$ cat src/mch_cfg.svh
// register offsets, field positions, reset value and codes for the
// multi-channel / hall pattern unit; definitions only
`ifndef MCH_CFG_SVH
`define MCH_CFG_SVH

// byte offsets on the 8-bit register address
`define OFF_CTRL 8'h54
`define OFF_SHD 8'h58
`define OFF_MOD 8'h5c
`define OFF_ACT 8'h64
`define OFF_STAT 8'h68
`define OFF_IEN 8'h6c
`define REG_RESET 16'h0000

// shadow and active output registers
`define B_HREQ 15
`define F_CURRENT_HALL_ACTIVE 13:11
`define F_EXPECTED_HALL_ACTIVE 10:8
`define B_PREQ 7
`define B_REM 6
`define F_PAT 5:0

// multi-channel control register
`define B_TB_UP 10
`define B_TA_DN 9
`define B_TA_UP 8
`define F_SYN 5:4
`define F_SEL 2:0
`define CTRL_MASK 16'h0737

// modulation control register
`define B_MULTICHANNEL_ENABLE 7
`define F_MOD_A 5:0
`define F_MOD_B 13:8
`define MOD_MASK 16'h3fbf

// status flags and interrupt request enables
`define B_STR 15
`define B_IDLE 14
`define B_WHE 13
`define B_CHE 12
`define IEN_MASK 16'h3000

// trigger source and synchronisation codes
`define SEL_CORRECT 3'h1
`define SEL_TB_PM 3'h2
`define SEL_TA_OM 3'h3
`define SEL_TA_C1 3'h4
`define SEL_TA_PM 3'h5
`define SYN_DIRECT 2'h0
`define SYN_TB_ZERO 2'h1
`define SYN_TA_ZERO 2'h2

// bus responses
`define RESP_OKAY 2'h0
`define RESP_SLVERR 2'h2

`endif

$ cat src/mch_pkg.sv
// types shared by the multi-channel / hall pattern unit
// assumes nothing beyond a SystemVerilog compiler
package mch_pkg;

  // register selected by an address
  typedef enum logic [2:0] {
    SEL_CTRL, SEL_ACT, SEL_SHD, SEL_MOD, SEL_STAT, SEL_IEN, SEL_NONE
  } reg_sel_t;

  // hall edge detector state
  typedef struct packed {
    logic armed;
    logic [2:0] prev;
    logic hit;
    logic [2:0] pins;
  } edge_state_t;

  // whole state of the pattern unit
  typedef struct packed {
    logic awready;
    logic aw_full;
    logic [7:0] awaddr;
    logic wready;
    logic w_full;
    logic [31:0] wdata;
    logic [3:0] wstrb;
    logic bvalid;
    logic [1:0] bresp;
    logic arready;
    logic rvalid;
    logic [31:0] rdata;
    logic [1:0] rresp;
    logic [15:0] ctrl;
    logic [15:0] mod;
    logic [15:0] ien;
    logic [2:0] current_hall_shadow;
    logic [2:0] expected_hall_shadow;
    logic [5:0] pats;
    logic [2:0] current_hall_active;
    logic [2:0] expected_hall_active;
    logic [5:0] pat;
    logic rem;
    logic str;
    logic idle;
    logic wrong_hall_event_flag;
    logic correct_hall_event_flag;
    logic irq_che;
    logic irq_whe;
    logic ta_st;
    logic tb_st;
    logic [5:0] outs;
  } unit_state_t;

endpackage : mch_pkg

$ cat src/multichannel_hall_pattern_unit.sv
// multi-channel output pattern and hall pattern logic, AXI4-Lite slave
// assumes timer events and PWM inputs are one-cycle/level signals
// synchronous to i_clk_sys; hall pins are synchronous as well
`include "mch_cfg.svh"
module multichannel_hall_pattern_unit (
  input wire logic i_clk_sys,
  input wire logic i_rstn,
  input wire logic i_awvalid,
  output logic o_awready,
  input wire logic [7:0] i_awaddr,
  input wire logic i_wvalid,
  output logic o_wready,
  input wire logic [31:0] i_wdata,
  input wire logic [3:0] i_wstrb,
  output logic o_bvalid,
  input wire logic i_bready,
  output logic [1:0] o_bresp,
  input wire logic i_arvalid,
  output logic o_arready,
  input wire logic [7:0] i_araddr,
  output logic o_rvalid,
  input wire logic i_rready,
  output logic [31:0] o_rdata,
  output logic [1:0] o_rresp,
  input wire logic [2:0] i_hall_pins,
  input wire logic [5:0] i_pwm_timer_a,
  input wire logic [5:0] i_pwm_timer_b,
  input wire logic i_timer_a_period_match,
  input wire logic i_timer_a_one_match,
  input wire logic i_timer_a_ch1_match,
  input wire logic i_timer_a_zero_match_up,
  input wire logic i_timer_b_period_match,
  input wire logic i_timer_b_zero_match,
  output logic o_ch0_main_out,
  output logic o_ch0_compl_out,
  output logic o_ch1_main_out,
  output logic o_ch1_compl_out,
  output logic o_ch2_main_out,
  output logic o_ch2_compl_out,
  output logic o_correct_hall_irq,
  output logic o_wrong_hall_irq,
  output logic o_timer_a_shadow_transfer,
  output logic o_timer_b_shadow_transfer
);

  mch_pkg::unit_state_t q;
  mch_pkg::unit_state_t d;

  // address decode, shared by the read and write paths
  function automatic mch_pkg::reg_sel_t reg_sel(input logic [7:0] a);
    case (a)
      `OFF_CTRL: reg_sel = mch_pkg::SEL_CTRL;
      `OFF_ACT: reg_sel = mch_pkg::SEL_ACT;
      `OFF_SHD: reg_sel = mch_pkg::SEL_SHD;
      `OFF_MOD: reg_sel = mch_pkg::SEL_MOD;
      `OFF_STAT: reg_sel = mch_pkg::SEL_STAT;
      `OFF_IEN: reg_sel = mch_pkg::SEL_IEN;
      default: reg_sel = mch_pkg::SEL_NONE;
    endcase
  endfunction : reg_sel

  // read image; request bits and reserved bits read as zero
  function automatic logic [15:0] reg_read(
    input mch_pkg::unit_state_t s,
    input mch_pkg::reg_sel_t sel
  );
    case (sel)
      mch_pkg::SEL_CTRL: reg_read = s.ctrl;
      mch_pkg::SEL_ACT: reg_read = {2'h0, s.current_hall_active, s.expected_hall_active, 1'b0, s.rem, s.pat};
      mch_pkg::SEL_SHD: reg_read = {2'h0, s.current_hall_shadow, s.expected_hall_shadow, 2'h0, s.pats};
      mch_pkg::SEL_MOD: reg_read = s.mod;
      mch_pkg::SEL_STAT: reg_read = {s.str, s.idle, s.wrong_hall_event_flag, s.correct_hall_event_flag, 12'h000};
      mch_pkg::SEL_IEN: reg_read = s.ien;
      default: reg_read = `REG_RESET;
    endcase
  endfunction : reg_read

  // byte-lane merge of a write into a 16-bit register image
  function automatic logic [15:0] merge(
    input logic [15:0] old,
    input logic [31:0] data,
    input logic [3:0] strb
  );
    merge[15:8] = strb[1] ? data[15:8] : old[15:8];
    merge[7:0] = strb[0] ? data[7:0] : old[7:0];
  endfunction : merge

  logic e_hit;
  logic [2:0] e_pins;

  hall_edge_detect u_edge (
    .i_clk_sys(i_clk_sys),
    .i_rstn(i_rstn),
    .i_hall_pins(i_hall_pins),
    .o_edge(e_hit),
    .o_pins(e_pins)
  );

  mch_pkg::reg_sel_t wsel;
  mch_pkg::reg_sel_t rsel;
  logic wr_fire;
  logic [15:0] wv;
  logic [15:0] w1;
  logic [2:0] w_current_hall_shadow;
  logic [2:0] w_expected_hall_shadow;
  logic [5:0] w_pats;
  logic swh;
  logic swp;
  logic multichannel_enable;
  logic spike;
  logic che_ev;
  logic whe_ev;
  logic trig;
  logic sync_ok;
  logic pending;
  logic hw_xfer;
  logic stat_wr;
  logic [5:0] pwm;

  // write decode; bus writes go one at a time once address and data meet
  assign wr_fire = q.aw_full && q.w_full && !q.bvalid;
  assign wsel = reg_sel(q.awaddr);
  assign rsel = reg_sel(i_araddr);
  assign wv = merge(reg_read(q, wsel), q.wdata, q.wstrb);
  assign w1 = merge(`REG_RESET, q.wdata, q.wstrb);
  assign w_current_hall_shadow = wv[`F_CURRENT_HALL_ACTIVE];
  assign w_expected_hall_shadow = wv[`F_EXPECTED_HALL_ACTIVE];
  assign w_pats = wv[`F_PAT];
  assign stat_wr = wr_fire && (wsel == mch_pkg::SEL_STAT);
  assign swh = wr_fire && (wsel == mch_pkg::SEL_SHD) && wv[`B_HREQ];
  assign swp = wr_fire && (wsel == mch_pkg::SEL_SHD) && wv[`B_PREQ];
  assign multichannel_enable = q.mod[`B_MULTICHANNEL_ENABLE];

  // hall classification against the patterns active before the edge
  assign spike = e_hit && (e_pins == q.current_hall_active);
  assign che_ev = e_hit && !spike && (e_pins == q.expected_hall_active);
  assign whe_ev = e_hit && !spike && (e_pins != q.expected_hall_active);

  // trigger source selection; reserved codes request nothing
  assign trig =
    ((q.ctrl[`F_SEL] == `SEL_CORRECT) && che_ev) ||
    ((q.ctrl[`F_SEL] == `SEL_TB_PM) && i_timer_b_period_match) ||
    ((q.ctrl[`F_SEL] == `SEL_TA_OM) && i_timer_a_one_match) ||
    ((q.ctrl[`F_SEL] == `SEL_TA_C1) && i_timer_a_ch1_match) ||
    ((q.ctrl[`F_SEL] == `SEL_TA_PM) && i_timer_a_period_match);

  // synchronisation; code 11 never fires, so the request just waits
  assign sync_ok =
    (q.ctrl[`F_SYN] == `SYN_DIRECT) ||
    ((q.ctrl[`F_SYN] == `SYN_TB_ZERO) && i_timer_b_zero_match) ||
    ((q.ctrl[`F_SYN] == `SYN_TA_ZERO) && i_timer_a_zero_match_up);
  assign pending = multichannel_enable && (q.rem || trig);
  assign hw_xfer = pending && sync_ok;

  // PWM of either timer as the modulation enables select
  assign pwm = (q.mod[`F_MOD_A] & i_pwm_timer_a) |
               (q.mod[`F_MOD_B] & i_pwm_timer_b);

  // next-state logic for bus, registers, patterns and outputs
  always_comb begin
    d = q;
    if (q.awready && i_awvalid) begin
      d.aw_full = 1'b1;
      d.awaddr = i_awaddr;
    end
    if (q.wready && i_wvalid) begin
      d.w_full = 1'b1;
      d.wdata = i_wdata;
      d.wstrb = i_wstrb;
    end
    if (q.bvalid && i_bready) begin
      d.bvalid = 1'b0;
    end
    if (wr_fire) begin
      d.aw_full = 1'b0;
      d.w_full = 1'b0;
      d.bvalid = 1'b1;
      d.bresp = (wsel == mch_pkg::SEL_NONE) ? `RESP_SLVERR : `RESP_OKAY;
      case (wsel)
        mch_pkg::SEL_CTRL: d.ctrl = wv & `CTRL_MASK;
        mch_pkg::SEL_MOD: d.mod = wv & `MOD_MASK;
        mch_pkg::SEL_IEN: d.ien = wv & `IEN_MASK;
        mch_pkg::SEL_SHD: begin
          d.current_hall_shadow = w_current_hall_shadow;
          d.expected_hall_shadow = w_expected_hall_shadow;
          d.pats = w_pats;
        end
        default: ;
      endcase
    end
    if (q.rvalid && i_rready) begin
      d.rvalid = 1'b0;
    end
    if (q.arready && i_arvalid) begin
      d.rvalid = 1'b1;
      d.rdata = {16'h0000, reg_read(q, rsel)};
      d.rresp = (rsel == mch_pkg::SEL_NONE) ? `RESP_SLVERR : `RESP_OKAY;
    end
    // one outstanding transfer per direction keeps the slave trivial
    d.awready = !d.aw_full;
    d.wready = !d.w_full;
    d.arready = !d.rvalid;

    // hall patterns: edge copy first, software request overrides it
    if (e_hit) begin
      d.current_hall_active = q.current_hall_shadow;
      d.expected_hall_active = q.expected_hall_shadow;
    end
    if (swh) begin
      d.current_hall_active = w_current_hall_shadow;
      d.expected_hall_active = w_expected_hall_shadow;
    end

    // sticky flags: a same-cycle event beats a software clear
    d.correct_hall_event_flag = (q.correct_hall_event_flag && !(stat_wr && w1[`B_CHE])) || che_ev;
    d.wrong_hall_event_flag = (q.wrong_hall_event_flag && !(stat_wr && w1[`B_WHE])) || whe_ev;
    d.idle = (q.idle && !(stat_wr && w1[`B_IDLE])) || whe_ev;
    d.str = (q.str && !(stat_wr && w1[`B_STR])) ||
            hw_xfer || (swp && multichannel_enable);
    d.irq_che = che_ev && q.ien[`B_CHE];
    d.irq_whe = whe_ev && q.ien[`B_WHE];

    // reminder survives only until the transfer, never while disabled
    d.rem = pending && !hw_xfer && !swp;

    // active pattern: hardware, then software, then idle clear
    if (hw_xfer) begin
      d.pat = q.pats;
    end
    if (swp) begin
      d.pat = w_pats;
    end
    if (d.idle) begin
      d.pat = 6'h00;
    end

    // timer shadow transfers requested while a pattern change pends
    d.ta_st = pending &&
      ((q.ctrl[`B_TA_DN] && i_timer_a_one_match) ||
       (q.ctrl[`B_TA_UP] && i_timer_a_period_match));
    d.tb_st = pending && q.ctrl[`B_TB_UP] && i_timer_b_period_match;

    // output gating, bypassed when multi-channel mode is off
    d.outs = multichannel_enable ? (pwm & q.pat) : pwm;
  end

  always_ff @(posedge i_clk_sys or negedge i_rstn) begin
    if (!i_rstn) begin
      q <= '0;
    end else begin
      q <= d;
    end
  end

  // every output straight from the state register
  assign o_awready = q.awready;
  assign o_wready = q.wready;
  assign o_bvalid = q.bvalid;
  assign o_bresp = q.bresp;
  assign o_arready = q.arready;
  assign o_rvalid = q.rvalid;
  assign o_rdata = q.rdata;
  assign o_rresp = q.rresp;
  assign o_ch0_main_out = q.outs[0];
  assign o_ch0_compl_out = q.outs[1];
  assign o_ch1_main_out = q.outs[2];
  assign o_ch1_compl_out = q.outs[3];
  assign o_ch2_main_out = q.outs[4];
  assign o_ch2_compl_out = q.outs[5];
  assign o_correct_hall_irq = q.irq_che;
  assign o_wrong_hall_irq = q.irq_whe;
  assign o_timer_a_shadow_transfer = q.ta_st;
  assign o_timer_b_shadow_transfer = q.tb_st;
endmodule : multichannel_hall_pattern_unit

$ cat src/hall_edge_detect.sv
// edge detector on the three hall sensor inputs
// assumes the pins are already synchronous to i_clk_sys
module hall_edge_detect (
  input wire logic i_clk_sys,
  input wire logic i_rstn,
  input wire logic [2:0] i_hall_pins,
  output logic o_edge,
  output logic [2:0] o_pins
);

  mch_pkg::edge_state_t q;
  mch_pkg::edge_state_t d;

  // first sample after reset only arms, so a nonzero level is no edge
  always_comb begin
    d = q;
    d.armed = 1'b1;
    d.prev = i_hall_pins;
    d.hit = q.armed && (i_hall_pins != q.prev);
    d.pins = i_hall_pins;
  end

  always_ff @(posedge i_clk_sys or negedge i_rstn) begin
    if (!i_rstn) begin
      q <= '0;
    end else begin
      q <= d;
    end
  end

  assign o_edge = q.hit;
  assign o_pins = q.pins;

endmodule : hall_edge_detect

$ cat config.mk
export PLATFORM = sky130hd
export DESIGN_NAME = multichannel_hall_pattern_unit
export DESIGN_NICKNAME = d
export VERILOG_FILES = /design/src/mch_pkg.sv /design/src/multichannel_hall_pattern_unit.sv /design/src/hall_edge_detect.sv
export VERILOG_INCLUDE_DIRS = /design/src /design/src/src
export SDC_FILE = /design/constraint.sdc
export NUM_CORES = 1
export LEC_CHECK = 0
export ABC_AREA = 1
export BUFFER_PORTS_ARGS = -buffer_cell sky130_fd_sc_hd__buf_4
export CORE_ASPECT_RATIO = 0.9
export CORE_UTILIZATION = 50
export DETAILED_ROUTE_END_ITERATION = 6
export GPL_TIMING_DRIVEN = 0
export PLACE_DENSITY = 0.74
export RECOVER_POWER = 25
export SKIP_CTS_REPAIR_TIMING = 1
export SLEW_MARGIN = 20
export SYNTH_ARGS = -nofsm -noshare
export SYNTH_HDL_FRONTEND = slang
export SYNTH_SLANG_ARGS = --single-unit
$ cat constraint.sdc
create_clock -name i_clk_sys -period 3.02 [get_ports i_clk_sys]
set_clock_uncertainty 0.15 [all_clocks]
set_input_delay 0.151 -clock i_clk_sys [delete_from_list [all_inputs] [get_ports i_clk_sys]]
set_output_delay 0.151 -clock i_clk_sys [all_outputs]
set_load 0.05 [all_outputs]
---- Word level (Yosys, flattened, before mapping) ----
Index checks and enable logic that the tools add are counted.
word-level totals
  register bits ........................... 138
  bits in latches ......................... 0
  bits in writable memories ............... 0
  memory bits (read-only) ................. 0
  input bits .............................. 80
  logic and storage cells ................. 174
  memories kept ........................... 0
operators by class
  add/sub/neg operators ................... 0
  multipliers ............................. 0
  div/mod/pow operators ................... 0
  $lt $le $gt $ge ......................... 0
  eq/ne operators ......................... 35
  shift-type cells ........................ 0
  muxes and demuxes ....................... 23
  bitwise operators ....................... 4
  reductions and logical operators ........ 77
operators by type and width
  cell                                                                    count
  16-bit one-hot mux with 6 select lines                                  2
  8-bit by 7-bit equality test with 1-bit output (second input constant)  12
  1-bit logical AND                                                       43
  37-bit two-way mux                                                      1
  6-bit two-way mux                                                       6
  3-bit one-hot mux with 6 select lines                                   2
  35-bit two-way mux                                                      1
  3-bit equality test (second input constant)                             8
  8-bit two-way mux                                                       3
  6-bit AND                                                               3
  3-bit by 2-bit equality test with 1-bit output (second input constant)  6
  1-bit logical OR                                                        13
  1-bit zero test                                                         11
  3-bit by 1-bit equality test with 1-bit output (second input constant)  3
  9-bit two-way mux                                                       1
  2-bit AND reduction                                                     4
  3-bit equality test                                                     2
  3-bit zero test                                                         2
  3-bit != test                                                           2
  6-bit bitwise OR                                                        1
  1-bit two-way mux                                                       4
  2-bit two-way mux                                                       2
  2-bit nonzero test                                                      2
  3-bit two-way mux                                                       1
  4 further kinds                                                         4

---- Longest topological paths before layout ----
Gate-level depths: netlist of run 1.
  depth after elaboration ................. 16
  gate-level depth with buffers ........... 18
  mapped depth without buffers ............ 16

---- Cells and area by module ----
A second synthesis of run 1 with hierarchy kept.
unflattened totals
  cells, all modules ...................... 825
  area total of the unflattened synthesis .. 6458.7 um2
by module, submodules not included
  module                          times used  cells an instance  area each (um2)  seq. area each (um2)
  multichannel_hall_pattern_unit  1           801                6246.0           2802.7
  hall_edge_detect                1           24                 212.7            125.1

---- Least setup slack after synthesis of run 1 ----
OpenSTA, ideal clock, no wires.
  path kind ............................... register -> register
  start point ............................. reg q[168] (netlist bit)
  end point ............................... reg q[19] (netlist bit)
  setup time .............................. 119 ps
  data arrival time ....................... 2089 ps
  path slack .............................. 662 ps
  stages on the path, launching flop included .. 18
  cells stage by stage .................... dfrtp_1 -> inv_1 -> nand2_1 -> nor2_1 -> nand2_1 -> buf_2 -> ha_1 -> a21oi_4 -> nand2_2 -> nand2_2 -> nand3_2 -> nand2_2 -> nand2_4 -> buf_6 -> nand2_1 -> nand2_1 -> nand2_1 -> nand2_1
between the ends
  word-level cells in the longest chain between the ends .. 9
  elaborated cells between the ends (all ways) .. 25
  classes of those cells .................. 11 x eq/ne; 5 x mux; 9 x reduce/logical
ends and longest elaborated chain
  what                                                                            RTL line                               text
  start: declaration                                                              multichannel_hall_pattern_unit.sv:46   mch_pkg::unit_state_t q;
  start signal: assignment                                                        multichannel_hall_pattern_unit.sv:249  q <= '0;
  start signal: assignment                                                        multichannel_hall_pattern_unit.sv:251  q <= d;
  8-bit by 7-bit equality test with 1-bit output                                  multichannel_hall_pattern_unit.sv:51   case (a)
  3-bit one-hot mux with 6 select lines *                                         multichannel_hall_pattern_unit.sv:51
  branches (longest 7 deep; another with 16-bit one-hot mux with 6 select lines)  --
Every way passes the cells marked *.
A chain may end at the register's enable or synchronous reset.

---- Final worst setup path of run 1 ----
  start point ............................. reg q[168] (netlist bit)
  end point ............................... reg q[25] (netlist bit)
between the ends
  word-level cells in the longest chain between the ends .. 7
  elaborated cells between the ends (all ways) .. 19
  classes of those cells .................. 11 x eq/ne; 4 x mux; 4 x reduce/logical
ends and longest elaborated chain
  what                                                            RTL line                               text
  8-bit by 7-bit equality test with 1-bit output                  multichannel_hall_pattern_unit.sv:51
  3-bit one-hot mux with 6 select lines *                         multichannel_hall_pattern_unit.sv:51
  3-bit equality test, or another cell as far along               multichannel_hall_pattern_unit.sv:67   case (sel)
  16-bit one-hot mux with 6 select lines                          multichannel_hall_pattern_unit.sv:67
  8-bit two-way mux                                               multichannel_hall_pattern_unit.sv:84   merge[15:8] = strb[1] ? data[15:8] : old[15:8];
  1-bit logical AND                                               multichannel_hall_pattern_unit.sv:130  assign swh = wr_fire && (wsel == mch_pkg::SEL_SHD) && wv[`B_HREQ];
  6-bit two-way mux / 2-bit nonzero test (equally long branches)  --
Every way passes the cells marked *; elsewhere a longest branch is shown, timed or not.

==> results of run 1 <==
critical path: cells and delay by family, from the launching register on:
| family | cells | cell delay, ns |
|---|---|---|
| AND/OR/NAND/NOR | 9 | 1.20 |
| flip-flops | 1 | 0.39 |
| buffers and inverters | 3 | 0.46 |
| adder cells (fa/ha/maj) | 1 | 0.25 |
| AO/OA/AOI/OAI | 1 | 0.25 |
synthesized netlist by cell type, drive strengths merged:
cell type,instances
a21oi,17
o31ai,1
inv,86
xnor2,9
nor3,4
o21ai,74
nand2,287
ha,2
o2bb2ai,1
buf,43
a21boi,1
a22oi,3
nand4,16
nand3,44
o211ai,3
o22ai,6
nor2,59
dfrtp,117
clkinv,1
a31oi,10
a22o,6
clkbuf,12
conb,2
worst max path at each step:
stage / endpoint / slack [ns]
after floorplan: q[19] / 0.66
after global placement: q[19] / 0.24
after detailed placement: q[19] / 0.21
after CTS: q[19] / 0.19
after global routing: q[21] / 0.005
final: q[25] / 0.20
kinds of logic (layout without fill, tap and decap cells):
| kind of cell | after synthesis | after routing | share of synthesized area |
|---|---|---|---|
| flops | 117 | 117 | 0.473 |
| fa+ha+maj | 2 | 2 | 0.00405 |
| compound gates | 122 | 122 | 0.117 |
| buf+inv | 142 | 310 | 0.111 |
| xor+xnor | 9 | 9 | 0.0127 |
| simple gates | 410 | 410 | 0.281 |
| other cells | 2 | 19 | 0.00121 |
power breakdown:
| group | leakage (nW) | internal, mW | switching [mW] |
|---|---|---|---|
| Sequential | 1.54 | 1.82 | 0.156 |
| Clock | 0.300 | 1.38 | 0.710 |
| Combinational | 2.38 | 0.397 | 0.842 |
routing by layer:
metal / GRT usage / up-vias / routed length, um
met5: 0 / - / 0
met4: 0.124 / 0 / 566
met3: 0.0646 / 47 / 1650
met2: 0.437 / 310 / 7870
met1: 0.391 / 2720 / 7640
li1: - / 2875 / -
cell usage in the layout (no fill, tap or decap), types with 6 or more instances in the layout:
cell type,n
a21oi_1,14
a22o_1,6
a31oi_1,9
buf_4,128
clkbuf_1,16
clkbuf_16,17
conb_1,19
dfrtp_1,117
dlygate4sd3_1,40
inv_1,80
inv_2,6
nand2_1,279
nand2_2,7
nand3_1,38
nand4_1,16
nor2_1,53
o21ai_0,50
o21ai_1,24
o22ai_1,6
xnor2_1,9
final cells by class:
type / instances / area (um2) / area share
Buffer: 55 / 360 / 0.0440
Clock buffer: 24 / 492 / 0.0600
Clock inverter: 8 / 121 / 0.0148
Inverter: 87 / 327 / 0.0399
Multi-Input combinational cell: 562 / 2640 / 0.322
Sequential cell: 117 / 2930 / 0.357
Tap cell: 160 / 200 / 0.0244
Timing Repair Buffer: 136 / 1120 / 0.137
==> impl_metrics.json, run 1 <==
{
  "arrival_ns": 2.96,
  "reg2reg_from": "q[168]",
  "setup_viol": 0,
  "critPathMaxFanout": 10,
  "instances_no_fill": 1149,
  "p_per_area_nw_per_um2": 647,
  "peakVddDrop_mv": 0.851,
  "status": "finished, violations left",
  "crit_chain": "inv_1 -> nand2_1 -> nor2_1 -> nand2_1 -> buf_2 -> ha_1 -> nand2_2 -> nand3_2 -> nor2_4 -> inv_1 -> a21oi_4 -> nor2_2 -> nand2_1 -> nand3_1",
  "nFillCells": 1002,
  "ys_types": 36,
  "crit_start": "q[168]",
  "cts_tree": "yes",
  "port_buffers": 93,
  "synth_top_area_cell": "dfrtp_1",
  "synth_top_area_frac": 0.473,
  "grt-ovfl-total": 0,
  "violations": "hold timing, capacitance limit, slew limit",
  "nNetsFinal": 1058,
  "die_width_um": 119,
  "hold_start": "i_pwm_timer_b[1]",
  "critPathLaunchType": "flip-flop",
  "hold_viol": 6,
  "synth_cells": 804,
  "cts-buffers-inserted": 17,
  "num_vias": 5952,
  "avgRoutedWirePerCell_um": 15.4,
  "cts_sinks": 117,
  "total_power_mw": 5.30,
  "crit_type": "flip-flop to flip-flop",
  "reg2reg_to": "q[25]",
  "layout-drive-gt1-share": 0.200,
  "r2r_slack_ns": 0.20,
  "rsz0062_at_grt": "no",
  "hold_depth": 4,
  "row_count": 38,
  "htreeDepth": 4,
  "vias_per_cell": 5.18,
  "crit_top_cell": "nand2_1",
  "place_area_um2": 7170,
  "final_util": 0.679,
  "cpMaxStageDelayCell": "dfrtp_1",
  "synth.avg_cell_area_um2": 7.69,
  "drv_cap": 1,
  "finalWorstSetupSlack_ns": 0.202,
  "crit_required_ns": 3.16,
  "post-dp-hpwl_mm": 12.4,
  "io_pins": 131,
  "antenna_found_initial": 0,
  "core_um2": 12100,
  "insertedDiodeCount": 0,
  "relSlewSlack": -0.281,
  "worstSkewPairLatency_ns": 0.41,
  "clk_path_buf_depth": 2,
  "ys_seq_area_frac": 0.473,
  "drt_iter0_markers": 545,
  "largest_reg_flops": 78,
  "dp_slack_ns": 0.210,
  "ant_nets": 0,
  "grt_pass1_vias": 5464,
  "die_h_um": 108,
  "areaGrowthSynthToFinish_pct": 32.5,
  "min_to": "o_ch0_compl_out",
  "grt_pass1_wl_mm": 27.6,
  "dpl.cell_count": 1075,
  "clockRootBuffer": "clkbuf_16",
  "clk_pin_slew_ns": 0.05,
  "clock.fmax_mhz": 355,
  "track_usage": 0.286,
  "period_minus_slack_ns": 2.82,
  "period_share": 0.933,
  "hold_slack_ns": -0.0691,
  "first_pass_iters": 5,
  "power_leakage_nw": 4.23,
  "max_stage_delay_ns": 0.39,
  "drv_slew": 76,
  "netlist_top_cells_area": "dfrtp_1 47%, nand2_1 17%, inv_1 4.9%",
  "reg2reg_depth": 14,
  "synthesis.area_um2": 6180,
  "drc": 0,
  "finalWeightedCongestion": 0.924,
  "synth-seq-cells": 117,
  "ys_warn_count": 0,
  "grt_max_degree": 77,
  "start_util": 0.512,
  "hold_class": "input port to flip-flop",
  "regMostFlops": "q",
  "wl_mm": 17.7,
  "tightest_slew_ns": 1.92,
  "fin_area_um2": 8190,
  "tns_ns": 0,
  "dieArea_um2": 12800,
  "cp-end-kind": "flip-flop"
}
Note: power is estimated with default switching activity, not from simulation.
==> run 2, diff against run 1 <==
- CORE_MARGIN: default -> 5
- clock period: 3.02 -> 3.2 ns (I/O delays scaled with it)
==> impl_metrics.json, run 2 (synthesized netlist as in run 1, its figures left out) <==
{
  "ant_nets": 0,
  "regMostFlops": "q",
  "mostFrequentLayoutCell": "nand2_1",
  "antenna_found_initial": 0,
  "hold_slack_ns": -0.0255,
  "cts_tree": "yes",
  "power_leakage_nw": 4.22,
  "grt-ovfl-total": 0,
  "relSlewSlack": -0.159,
  "htreeDepth": 4,
  "track_usage": 0.246,
  "finalWeightedCongestion": 0.925,
  "tns_ns": 0,
  "insertedDiodeCount": 0,
  "post-dp-hpwl_mm": 12.9,
  "tightest_slew_ns": 1.74,
  "period_minus_slack_ns": 2.85,
  "largest_reg_flops": 78,
  "layout-drive-gt1-share": 0.197,
  "clk_path_buf_depth": 2,
  "period_share": 0.892,
  "crit_required_ns": 3.38,
  "crit_type": "flip-flop to flip-flop",
  "final_cell_mix": "279 x nand2_1, 126 x buf_4, 117 x dfrtp_1, 80 x inv_1, 53 x nor2_1",
  "wl_mm": 18.3,
  "rsz0062_at_grt": "no",
  "first_pass_iters": 7,
  "drt_iter0_markers": 683,
  "arrival_ns": 3.03,
  "setup_viol": 0,
  "p_per_area_nw_per_um2": 604,
  "clockRootBuffer": "clkbuf_16",
  "vias_per_cell": 5.16,
  "drv_slew": 68,
  "clk_pin_slew_ns": 0.05,
  "nNetsFinal": 1059,
  "hold_viol": 4,
  "io_pins": 131,
  "core_um2": 12100,
  "cp-end-kind": "flip-flop",
  "hold_class": "input port to flip-flop",
  "grt_pass1_vias": 5455,
  "cts-buffers-inserted": 17,
  "status": "finished, violations left",
  "die_width_um": 127,
  "port_buffers": 93,
  "dp_slack_ns": 0.395,
  "top_layer_used": "met4",
  "dieArea_um2": 14700,
  "clock.fmax_mhz": 350,
  "finalWorstSetupSlack_ns": 0.345,
  "wl_met2_mm": 8.22,
  "start_util": 0.512,
  "dr_wl_met3_mm": 1.74,
  "grt_pass1_wl_mm": 28.3,
  "nFillCells": 1039,
  "worstSkewPairLatency_ns": 0.41,
  "critPathMaxFanout": 10,
  "met1Wirelength_mm": 7.94,
  "cts_sinks": 117,
  "num_vias": 5926,
  "die_h_um": 116,
  "drc": 1,
  "grt_max_degree": 69,
  "violations": "DRC, hold timing, capacitance limit, slew limit",
  "critPathLaunchType": "flip-flop",
  "areaGrowthSynthToFinish_pct": 32.3,
  "peakVddDrop_mv": 0.520,
  "drv_cap": 1,
  "row_count": 38,
  "avgRoutedWirePerCell_um": 15.9
}
==> run 2: cell types whose count changed in the layout (fill, tap and decap cells not counted), sizes merged <==
cell / before / now
buf: 135 / 133
clkinvlp: 1 / 2
dlygate4sd3: 40 / 43
clkbuf: 40 / 37
clkinv: 5 / 6
==> run 2: layout make-up <==
type,count,area (um2),share of cell area
Timing Repair Buffer,137,1150,0.140
Inverter,87,327,0.0399
Tap cell,160,200,0.0245
Sequential cell,117,2930,0.358
Clock buffer,21,460,0.0563
Buffer,55,359,0.0439
Clock inverter,10,130,0.0159
Multi-Input combinational cell,562,2640,0.322
==> run 2: stage by stage <==
| step | util | cells | total power [mW] | hold slack [ns] | instance area, um2 |
|---|---|---|---|---|---|
| floorplan | - | 821 | 2.62 | -0.286 | 6250 |
| global placement | 0.592 | 1074 | 2.95 | 0.135 | 7150 |
| detailed placement | 0.594 | 1075 | 2.98 | 0.0525 | 7180 |
| CTS | 0.643 | 1106 | 4.89 | -0.380 | 7770 |
| global route | 0.678 | 1149 | 5.18 | 0.00395 | 8190 |
| finish | 0.678 | 1149 | 4.94 | -0.0255 | 8190 |
==> run 2: path summary, 6_finish.rpt <==
kind / start / to / slack, ns / cells after the start
setup reg to reg: q[168] / q[35] / 0.35 / 12
max in group asynchronous: i_rstn / o_correct_hall_irq / 1.24 / 2
hold / removal: i_timer_a_zero_match_up / q[14] / -0.03 / 4
min in group asynchronous: i_rstn / q[55] / 0.60 / 2
hold reg to reg: o_rvalid / o_arready / 0.31 / 1
setup / recovery: q[168] / q[35] / 0.35 / 12
==> run 2: worst max-delay path, stage by stage, from the launching register on <==
cell	delay, ns
dfrtp_1	0.39
inv_1	0.09
nand2_1	0.06
nor2_1	0.17
nand2_1	0.12
buf_2	0.21
ha_1	0.25
nand2_2	0.16
nand3_2	0.15
nor2_4	0.24
clkbuf_1	0.52
nand2_1	0.14
o21ai_1	0.12
==> run 2: where the power goes <==
group / switching, mW / internal [mW]
sequential: 0.150 / 1.72
clock: 0.666 / 1.25
combinational: 0.788 / 0.370
==> run 2: per-layer routing <==
layer  track usage  up-vias
met5             0        -
met2         0.374      276
li1              -     2876
met1         0.350     2733
met4        0.0729        0
met3        0.0654       41
